==> config.mk <==
export PLATFORM = sky130hd
export DESIGN_NAME = ctotr_regs
export DESIGN_NICKNAME = d
export VERILOG_FILES = /design/src/verilog/ctotr_pkg.sv /design/src/verilog/ctotr_regs.sv /design/src/verilog/ctotr_trim_rom.sv
export VERILOG_INCLUDE_DIRS = /design/src /design/src/verilog
export SDC_FILE = /design/constraint.sdc
export NUM_CORES = 1
export LEC_CHECK = 0
export ABC_AREA = 1
export ABC_CLOCK_PERIOD_IN_PS = 2100
export BUFFER_PORTS_ARGS = -buffer_cell sky130_fd_sc_hd__clkbuf_2
export CORE_MARGIN = 2
export CORE_UTILIZATION = 49
export CTS_CLUSTER_DIAMETER = 40
export DETAILED_ROUTE_END_ITERATION = 10
export PLACE_DENSITY = 0.7
export SETUP_SLACK_MARGIN = 0.5
export SLEW_MARGIN = 20
export SYNTH_ARGS = -nofsm -noshare
export SYNTH_HDL_FRONTEND = slang
export SYNTH_SLANG_ARGS = --single-unit
==> constraint.sdc <==
create_clock -name clk_in -period 2.1 [get_ports clk_in]
set_input_delay 0.42 -clock clk_in [delete_from_list [all_inputs] [get_ports clk_in]]
set_output_delay 0.42 -clock clk_in [all_outputs]
set_load 0.005 [all_outputs]
==> src/verilog/ctotr_cfg.svh <==
// Offsets, field layouts and counts of the core timing and offset trim bank
`ifndef CTOTR_CFG_SVH
`define CTOTR_CFG_SVH

// ------------------------------------------------------------
// Bus widths
// ------------------------------------------------------------
`define CTOTR_ADDR_W 12
`define CTOTR_DATA_W 8
`define CTOTR_OFS_W 12

// ------------------------------------------------------------
// Byte addresses
// ------------------------------------------------------------
`define CTOTR_ADDR_SUBST_TIMING 12'h088
`define CTOTR_ADDR_SECOND_TIMING 12'h089
`define CTOTR_ADDR_FIRST_INA_OFS 12'h08A
`define CTOTR_ADDR_FIRST_INB_OFS 12'h08C
`define CTOTR_ADDR_SUBST_INA_OFS 12'h08E
`define CTOTR_ADDR_CAL_STATUS 12'h0F0
`define CTOTR_BANK_BASE 12'h088
`define CTOTR_BANK_MASK 12'hFF8

// ------------------------------------------------------------
// Byte indices inside the trim bank
// ------------------------------------------------------------
`define CTOTR_TRIM_BYTES 8
`define CTOTR_IDX_W 3
`define CTOTR_IDX_SUBST_TIMING 3'h0
`define CTOTR_IDX_SECOND_TIMING 3'h1
`define CTOTR_IDX_FIRST_INA_LO 3'h2
`define CTOTR_IDX_FIRST_INB_LO 3'h4
`define CTOTR_IDX_SUBST_INA_LO 3'h6
`define CTOTR_IDX_LAST 3'h7

// ------------------------------------------------------------
// Field layouts and reset values
// ------------------------------------------------------------
`define CTOTR_OFS_HI_MASK 8'h0F
`define CTOTR_FULL_MASK 8'hFF
`define CTOTR_BYTE_RESET 8'h00
`define CTOTR_OFS_RESET 12'h000
`define CTOTR_FACTORY_TRIM 64'h0805_0A07_0C03_4080

// ------------------------------------------------------------
// Status register bit positions
// ------------------------------------------------------------
`define CTOTR_ST_LOADING 0
`define CTOTR_ST_FG_RUNNING 1
`define CTOTR_ST_BG_EN 2
`define CTOTR_ST_BG_OS_EN 3
`define CTOTR_ST_OS_EN 4
`define CTOTR_ST_FOREGROUND_CALIBRATION_COMPLETE 5
`define CTOTR_ST_HALTED 6
`define CTOTR_ST_LOCKED_WR 7

`endif

==> src/verilog/ctotr_pkg.sv <==
// Types shared by the core timing and offset trim bank
package ctotr_pkg;

  typedef logic [7:0] ctotr_byte_t;
  typedef logic [11:0] ctotr_offset_t;
  typedef logic [11:0] ctotr_addr_t;

  typedef enum logic [1:0] {
    CTOTR_LOAD = 2'b00,
    CTOTR_DRAIN = 2'b01,
    CTOTR_RUN = 2'b10
  } ctotr_state_e;

endpackage : ctotr_pkg

==> src/verilog/ctotr_regs.sv <==
// Core timing and offset trim register bank
`timescale 1ns/1ps
`include "ctotr_cfg.svh"

// Operation
// - Timing trims are 8-bit read/write sample adjusts
// - Timing trim chosen per core, mode, phase
// - Reset loads factory trims, software may overwrite
// - Offset trims hold 12-bit unsigned low bits
// - First core on input A uses A trim
// - First core on input B uses B trim
module ctotr_regs #(
  parameter logic [`CTOTR_TRIM_BYTES*`CTOTR_DATA_W-1:0] FACTORY_TRIM = `CTOTR_FACTORY_TRIM
) (
  input wire logic clk_in,
  input wire logic srst_in,
  input wire ctotr_pkg::ctotr_addr_t reg_addr_in,
  input wire ctotr_pkg::ctotr_byte_t reg_wdata_in,
  input wire logic reg_wr_in,
  input wire logic reg_rd_in,
  output ctotr_pkg::ctotr_byte_t reg_rdata_out,
  input wire logic dual_channel_mode_in,
  input wire logic subst_for_second_in,
  input wire logic first_core_on_second_input_in,
  input wire logic subst_core_on_first_input_in,
  input wire logic foreground_cal_running_in,
  input wire logic background_calibration_enable_in,
  input wire logic background_offset_calibration_enable_in,
  input wire logic offset_calibration_enable_in,
  input wire logic foreground_calibration_complete_in,
  input wire logic calibration_halted_flag_in,
  output logic trim_loading_out,
  output ctotr_pkg::ctotr_byte_t second_core_timing_out,
  output logic second_core_timing_valid_out,
  output ctotr_pkg::ctotr_byte_t subst_core_timing_out,
  output logic subst_core_timing_valid_out,
  output ctotr_pkg::ctotr_offset_t first_core_offset_out,
  output logic first_core_offset_valid_out,
  output ctotr_pkg::ctotr_offset_t subst_core_offset_out,
  output logic subst_core_offset_valid_out
);
  import ctotr_pkg::*;

  // ------------------------------------------------------------
  // Helpers
  // ------------------------------------------------------------
  function automatic logic bank_hit(input ctotr_addr_t addr);
    bank_hit = (addr & `CTOTR_BANK_MASK) == `CTOTR_BANK_BASE;
  endfunction : bank_hit

  // Upper byte of an offset trim keeps only four bits
  function automatic ctotr_byte_t field_mask(input logic [`CTOTR_IDX_W-1:0] idx,
                                             input ctotr_byte_t data);
    if (idx[0] && (idx != `CTOTR_IDX_SECOND_TIMING)) begin
      field_mask = data & `CTOTR_OFS_HI_MASK;
    end else begin
      field_mask = data & `CTOTR_FULL_MASK;
    end
  endfunction : field_mask

  function automatic ctotr_offset_t join_offset(input ctotr_byte_t hi, input ctotr_byte_t lo);
    join_offset = {hi[3:0], lo};
  endfunction : join_offset

  // ------------------------------------------------------------
  // Declarations
  // ------------------------------------------------------------
  ctotr_state_e state_r;
  logic [`CTOTR_IDX_W-1:0] rom_addr_r;
  logic load_valid_r;
  logic [`CTOTR_IDX_W-1:0] load_idx_r;
  ctotr_byte_t rom_data;
  logic rom_rd_en;
  ctotr_byte_t trim_r [`CTOTR_TRIM_BYTES];
  logic locked_wr_r;
  logic running;
  logic wr_bank;
  logic wr_status;
  logic offset_locked;
  ctotr_byte_t status_word;
  ctotr_byte_t subst_core_for_second_timing_trim;
  ctotr_byte_t second_core_dual_timing_trim;
  ctotr_offset_t first_core_input_a_offset_trim;
  ctotr_offset_t first_core_input_b_offset_trim;
  ctotr_offset_t subst_core_input_a_offset_trim;

  assign running = (state_r == CTOTR_RUN);
  assign rom_rd_en = (state_r == CTOTR_LOAD);
  assign wr_bank = reg_wr_in && running && bank_hit(reg_addr_in);
  assign wr_status = reg_wr_in && (reg_addr_in == `CTOTR_ADDR_CAL_STATUS);
  assign offset_locked = foreground_cal_running_in ||
                         (background_calibration_enable_in &&
                          background_offset_calibration_enable_in);

  assign subst_core_for_second_timing_trim = trim_r[`CTOTR_IDX_SUBST_TIMING];
  assign second_core_dual_timing_trim = trim_r[`CTOTR_IDX_SECOND_TIMING];
  assign first_core_input_a_offset_trim =
    join_offset(trim_r[`CTOTR_IDX_FIRST_INA_LO + 3'h1], trim_r[`CTOTR_IDX_FIRST_INA_LO]);
  assign first_core_input_b_offset_trim =
    join_offset(trim_r[`CTOTR_IDX_FIRST_INB_LO + 3'h1], trim_r[`CTOTR_IDX_FIRST_INB_LO]);
  assign subst_core_input_a_offset_trim =
    join_offset(trim_r[`CTOTR_IDX_SUBST_INA_LO + 3'h1], trim_r[`CTOTR_IDX_SUBST_INA_LO]);

  // ------------------------------------------------------------
  // Factory trim load after reset
  // ------------------------------------------------------------
  ctotr_trim_rom #(
    .DEPTH(`CTOTR_TRIM_BYTES),
    .WIDTH(`CTOTR_DATA_W),
    .CONTENTS(FACTORY_TRIM)
  ) u_trim_rom (
    .clk_in(clk_in),
    .rd_en_in(rom_rd_en),
    .rd_addr_in(rom_addr_r),
    .rd_data_out(rom_data)
  );

  always_ff @(posedge clk_in) begin
    if (srst_in) begin
      state_r <= CTOTR_LOAD;
      rom_addr_r <= '0;
    end else begin
      unique case (state_r)
        CTOTR_LOAD: begin
          rom_addr_r <= rom_addr_r + 3'h1;
          if (rom_addr_r == `CTOTR_IDX_LAST) begin
            state_r <= CTOTR_DRAIN;
          end
        end
        CTOTR_DRAIN: begin
          state_r <= CTOTR_RUN;
        end
        CTOTR_RUN: begin
          state_r <= CTOTR_RUN;
        end
        default: begin
          state_r <= CTOTR_LOAD;
        end
      endcase
    end
  end

  // ROM answers one cycle late, so index travels beside it
  always_ff @(posedge clk_in) begin
    if (srst_in) begin
      load_valid_r <= 1'b0;
      load_idx_r <= '0;
    end else begin
      load_valid_r <= rom_rd_en;
      load_idx_r <= rom_addr_r;
    end
  end

  // ------------------------------------------------------------
  // Trim storage
  // ------------------------------------------------------------
  // Bus writes are ignored until the factory load has finished
  always_ff @(posedge clk_in) begin
    for (int i = 0; i < `CTOTR_TRIM_BYTES; i++) begin
      if (srst_in) begin
        trim_r[i] <= `CTOTR_BYTE_RESET;
      end else if (load_valid_r && (load_idx_r == i[`CTOTR_IDX_W-1:0])) begin
        trim_r[i] <= field_mask(load_idx_r, rom_data);
      end else if (wr_bank && (reg_addr_in[`CTOTR_IDX_W-1:0] == i[`CTOTR_IDX_W-1:0])) begin
        trim_r[i] <= field_mask(reg_addr_in[`CTOTR_IDX_W-1:0], reg_wdata_in);
      end
    end
  end

  // ------------------------------------------------------------
  // Locked write monitor
  // ------------------------------------------------------------
  // Device does not block such writes; it only records them
  always_ff @(posedge clk_in) begin
    if (srst_in) begin
      locked_wr_r <= 1'b0;
    end else if (wr_bank && offset_locked &&
                 (reg_addr_in[`CTOTR_IDX_W-1:0] >= `CTOTR_IDX_FIRST_INA_LO)) begin
      locked_wr_r <= 1'b1;
    end else if (wr_status && reg_wdata_in[`CTOTR_ST_LOCKED_WR]) begin
      locked_wr_r <= 1'b0;
    end
  end

  // ------------------------------------------------------------
  // Read port
  // ------------------------------------------------------------
  always_comb begin
    status_word = '0;
    status_word[`CTOTR_ST_LOADING] = !running;
    status_word[`CTOTR_ST_FG_RUNNING] = foreground_cal_running_in;
    status_word[`CTOTR_ST_BG_EN] = background_calibration_enable_in;
    status_word[`CTOTR_ST_BG_OS_EN] = background_offset_calibration_enable_in;
    status_word[`CTOTR_ST_OS_EN] = offset_calibration_enable_in;
    status_word[`CTOTR_ST_FOREGROUND_CALIBRATION_COMPLETE] = foreground_calibration_complete_in;
    status_word[`CTOTR_ST_HALTED] = calibration_halted_flag_in;
    status_word[`CTOTR_ST_LOCKED_WR] = locked_wr_r;
  end

  // Data stand for one cycle only; unmapped reads give zero
  always_ff @(posedge clk_in) begin
    if (srst_in) begin
      reg_rdata_out <= '0;
    end else if (reg_rd_in && running && bank_hit(reg_addr_in)) begin
      reg_rdata_out <= trim_r[reg_addr_in[`CTOTR_IDX_W-1:0]];
    end else if (reg_rd_in && (reg_addr_in == `CTOTR_ADDR_CAL_STATUS)) begin
      reg_rdata_out <= status_word;
    end else begin
      reg_rdata_out <= '0;
    end
  end

  // ------------------------------------------------------------
  // Trim outputs to the cores
  // ------------------------------------------------------------
  always_ff @(posedge clk_in) begin
    if (srst_in) begin
      trim_loading_out <= 1'b1;
    end else begin
      trim_loading_out <= !running;
    end
  end

  always_ff @(posedge clk_in) begin
    if (srst_in) begin
      second_core_timing_out <= `CTOTR_BYTE_RESET;
      second_core_timing_valid_out <= 1'b0;
      subst_core_timing_out <= `CTOTR_BYTE_RESET;
      subst_core_timing_valid_out <= 1'b0;
    end else begin
      second_core_timing_valid_out <= running && dual_channel_mode_in;
      second_core_timing_out <= dual_channel_mode_in ?
                                second_core_dual_timing_trim : `CTOTR_BYTE_RESET;
      subst_core_timing_valid_out <= running && dual_channel_mode_in &&
                                     subst_for_second_in;
      subst_core_timing_out <= (dual_channel_mode_in && subst_for_second_in) ?
                               subst_core_for_second_timing_trim : `CTOTR_BYTE_RESET;
    end
  end

  always_ff @(posedge clk_in) begin
    if (srst_in) begin
      first_core_offset_out <= `CTOTR_OFS_RESET;
      first_core_offset_valid_out <= 1'b0;
      subst_core_offset_out <= `CTOTR_OFS_RESET;
      subst_core_offset_valid_out <= 1'b0;
    end else begin
      first_core_offset_valid_out <= running;
      if (first_core_on_second_input_in) begin
        first_core_offset_out <= first_core_input_b_offset_trim;
      end else begin
        first_core_offset_out <= first_core_input_a_offset_trim;
      end
      subst_core_offset_valid_out <= running && subst_core_on_first_input_in;
      subst_core_offset_out <= subst_core_on_first_input_in ?
                               subst_core_input_a_offset_trim : `CTOTR_OFS_RESET;
    end
  end

endmodule : ctotr_regs

==> src/verilog/ctotr_trim_rom.sv <==
// Factory trim store with registered read data
`timescale 1ns/1ps

module ctotr_trim_rom #(
  parameter int DEPTH = 8,
  parameter int WIDTH = 8,
  parameter logic [DEPTH*WIDTH-1:0] CONTENTS = '0
) (
  input wire logic clk_in,
  input wire logic rd_en_in,
  input wire logic [$clog2(DEPTH)-1:0] rd_addr_in,
  output logic [WIDTH-1:0] rd_data_out
);

  // ------------------------------------------------------------
  // Read port
  // ------------------------------------------------------------
  // Contents fixed at build time, stands in for fuses
  always_ff @(posedge clk_in) begin
    if (rd_en_in) begin
      rd_data_out <= CONTENTS[rd_addr_in*WIDTH +: WIDTH];
    end
  end

endmodule : ctotr_trim_rom

==> impl_metrics.tcl <==
set metrics [dict create \
    status "finished with violations" \
    violations "design-rule violations" \
    hold_start "dual_channel_mode_in" \
    nFillCells 995 \
    rows 39 \
    reg2regPathDepth 8 \
    clock-skew-final_ps 11.09 \
    ys_seq_area_frac 0.5927 \
    holdPathStages 3 \
    antenna_found_initial 0 \
    drv_cap 0 \
    drv_slew 0 \
    overflow 0 \
    initialDrtViolationCount 562 \
    diodes 0 \
    hold_path_class "in2reg" \
    setup-tns-final_ps 0 \
    area_growth_pct 27.21 \
    synthCells 670 \
    nets 825 \
    avgSynthCellArea_um2 8.469 \
    worstSetupPathType "reg2reg" \
    end_kind "flip-flop" \
    yosys_warnings 0 \
    pre_cts_ws_ps 243.0 \
    port_buffers 86 \
    postRouteAntennaNets 0 \
    rr_endpoint "trim_r[1][2]$_DFFE_PP_" \
    r2r_start "state_r[0]$_SDFFE_PP0P_" \
    hold_buffers 0 \
    leakagePower_nw 3.227 \
    finalSetupViolations 0 \
    synth.distinct_cells 28 \
    synth-edff-count 70 \
    cts-root-buf "clkbuf_16" \
    utilization 0.6349 \
    clk_latency_ps 430 \
    syn_area_um2 5674 \
    die_y_um 111.6 \
    grtUsageTotal 0.2725 \
    totalWireLength_um 16720 \
    start_util 0.4991 \
    clock_path_buffers 2 \
    core_area_um2 11370 \
    vias 5077 \
    worst_slack_ps 451.7 \
    cp.required_ps 2350 \
    ff_latch_area_um2 3368 \
    multiInputGateArea_um2 2200 \
    period_share 0.7849 \
    place_congestion 0.9730 \
    die_area_um2 12460 \
    vias_per_cell 5.390 \
    final_hold_viol_count 0 \
    cp.arrival_ps 1900 \
    cts_tree "done" \
    synth_seq_cells 133 \
    synth-main-ff-cell "edfxtp_1" \
    cts_max_level 4 \
    post_drt_wl_per_cell_um 17.75 \
    drc_errors 1 \
    ir_drop_uv 820.9 \
    p_per_area_nw_per_um2 959.3 \
    relSlewSlack 0.6349 \
    first_global_vias 4776 \
    fp.dieW_um 111.6 \
    min_period_ps 1648 \
    async_flop_share 0 \
    clk_pin_slew_ps 50 \
    hold_end "second_core_timing_valid_out$_SDFF_PP0_" \
    cp_max_fo 8 \
    numCtsBuffers 17 \
    clock_sinks 133 \
    max_freq_mhz 606.7 \
    rsz0062_at_grt "yes" \
    ios 87 \
    grt_max_degree 33 \
    drive_gt1_frac 0.2278 \
    dp_hpwl_um 12110 \
    grt_pass1_wl_um 25190 \
    worst_pin_slew_ps 546.3 \
    dr.pass1.iters 9 \
    ff2ff_setup_slack_ps 450 \
    critPathLaunchType "flip-flop" \
]
-- layer usage --
layer | GRT usage | wire length [µm] | vias to the layer above
li1 | - | - | 2389
met5 | 0 | 0 | -
met1 | 0.3362 | 6273 | 2359
met4 | 0.1638 | 826 | 0
met3 | 0.06315 | 1450 | 52
met2 | 0.4382 | 8167 | 277
-- where the power goes --
part           internal (mW)  total (mW)  switching, mW
combinational          0.302       0.930          0.629
sequential              3.05        3.30          0.251
clock                   1.67        2.70           1.03
-- worst max path at each step --
stage	cells past startpoint	from	slack, ps	endpoint
final	8	state_r[0]$_SDFFE_PP0P_	450	trim_r[1][2]$_DFFE_PP_
after global routing	8	load_valid_r$_SDFF_PP0_	400	trim_r[1][1]$_DFFE_PP_
after CTS	8	state_r[0]$_SDFFE_PP0P_	500	trim_r[5][1]$_DFFE_PP_
after detailed placement	8	reg_addr_in[9]	240	trim_r[6][7]$_DFFE_PP_
after global placement	6	reg_addr_in[10]	230	trim_r[6][2]$_DFFE_PP_
after floorplan	5	reg_addr_in[10]	480	trim_r[5][0]$_DFFE_PP_
-- metrics by stage --
| step | hold slack, ps | std cells | power, mW | instance area, µm² |
|---|---|---|---|---|
| 2_1_floorplan | 440.4 | 681 | 3.776 | 5784 |
| 3_3_place_gp | 455.3 | 902 | 4.155 | 6420 |
| 3_5_place_dp | 453.7 | 902 | 4.178 | 6420 |
| 4_1_cts | 211.7 | 939 | 6.879 | 7059 |
| 5_1_grt | 213.6 | 942 | 7.200 | 7218 |
| 6_report | 227.7 | 942 | 6.924 | 7218 |
-- cell usage after synthesis, types with 9 or more instances --
cell	count	area, µm²
nand2_1	196	735.7
nor2_1	97	364.1
edfxtp_1	70	2102
dfxtp_1	63	1261
inv_1	61	229.0
o21ai_0	52	260.3
nand3_1	43	215.2
a21oi_1	14	70.07
nor3_1	11	55.05
clkbuf_1	10	37.54
nand4_1	9	56.30
-- registers in the layout, summed over array words and instances, names as in the netlist, 2 cells and up --
name,cells
subst_core_offset_out,12
state_r,2
trim_r,64
subst_core_timing_out,8
rom_addr_r,3
load_idx_r,3
reg_rdata_out,8
second_core_timing_out,8
u_trim_rom.rd_data_out,6
first_core_offset_out,12
-- kinds of logic (layout without fill, tap and decap cells) --
kind of cell,after synthesis,in the layout,share of synthesized area
flip-flops,133,133,0.5927
buffers and inverters,91,209,0.06417
adder cells (fa/ha/maj),5,5,0.01103
AND/OR/NAND/NOR,363,363,0.2620
other,1,12,0.0006609
AO/OA/AOI/OAI,77,77,0.06946
-- worst max-delay path, stage by stage, from the launching register on --
cell and delay, ps:
dfxtp_2 320, inv_2 70, ha_4 170, nand2_4 60, nor3_4 250, buf_12 170
nand2_1 120, buf_6 160, o21ai_0 160
-- layout make-up --
| type | count | area share |
|---|---|---|
| timing repair buffer | 113 | 0.09586 |
| tap | 143 | 0.02479 |
| multi-input combinational | 457 | 0.3047 |
| clock buffer | 29 | 0.07228 |
| clock inverter | 3 | 0.002427 |
| inverter | 64 | 0.03328 |
| sequential | 133 | 0.4666 |
-- cells in the final DEF (no fill, tap or decap), types with 6 or more instances in the layout --
cell       netlist  routed
a21oi_1         14      14
buf_4            3      18
buf_6            0       7
clkbuf_1        10       8
clkbuf_16        0      18
clkbuf_2         1      86
conb_1           1      12
dfxtp_1         63      59
edfxtp_1        70      70
inv_1           61      60
nand2_1        196     189
nand3_1         43      35
nand3_4          0       6
nand4_1          9       9
nor2_1          97      93
nor3_1          11       8
o21ai_0         52      30
o21ai_1          8      20
o21ai_2          0      10
-- repair_timing --
item                       CTS  global route
setup endpoints to repair  104            78
buffers inserted             4             3
cloned                       1             0
pin swaps                    2             4
resized for setup           16            54
Note: power is estimated with default switching activity, not from simulation.
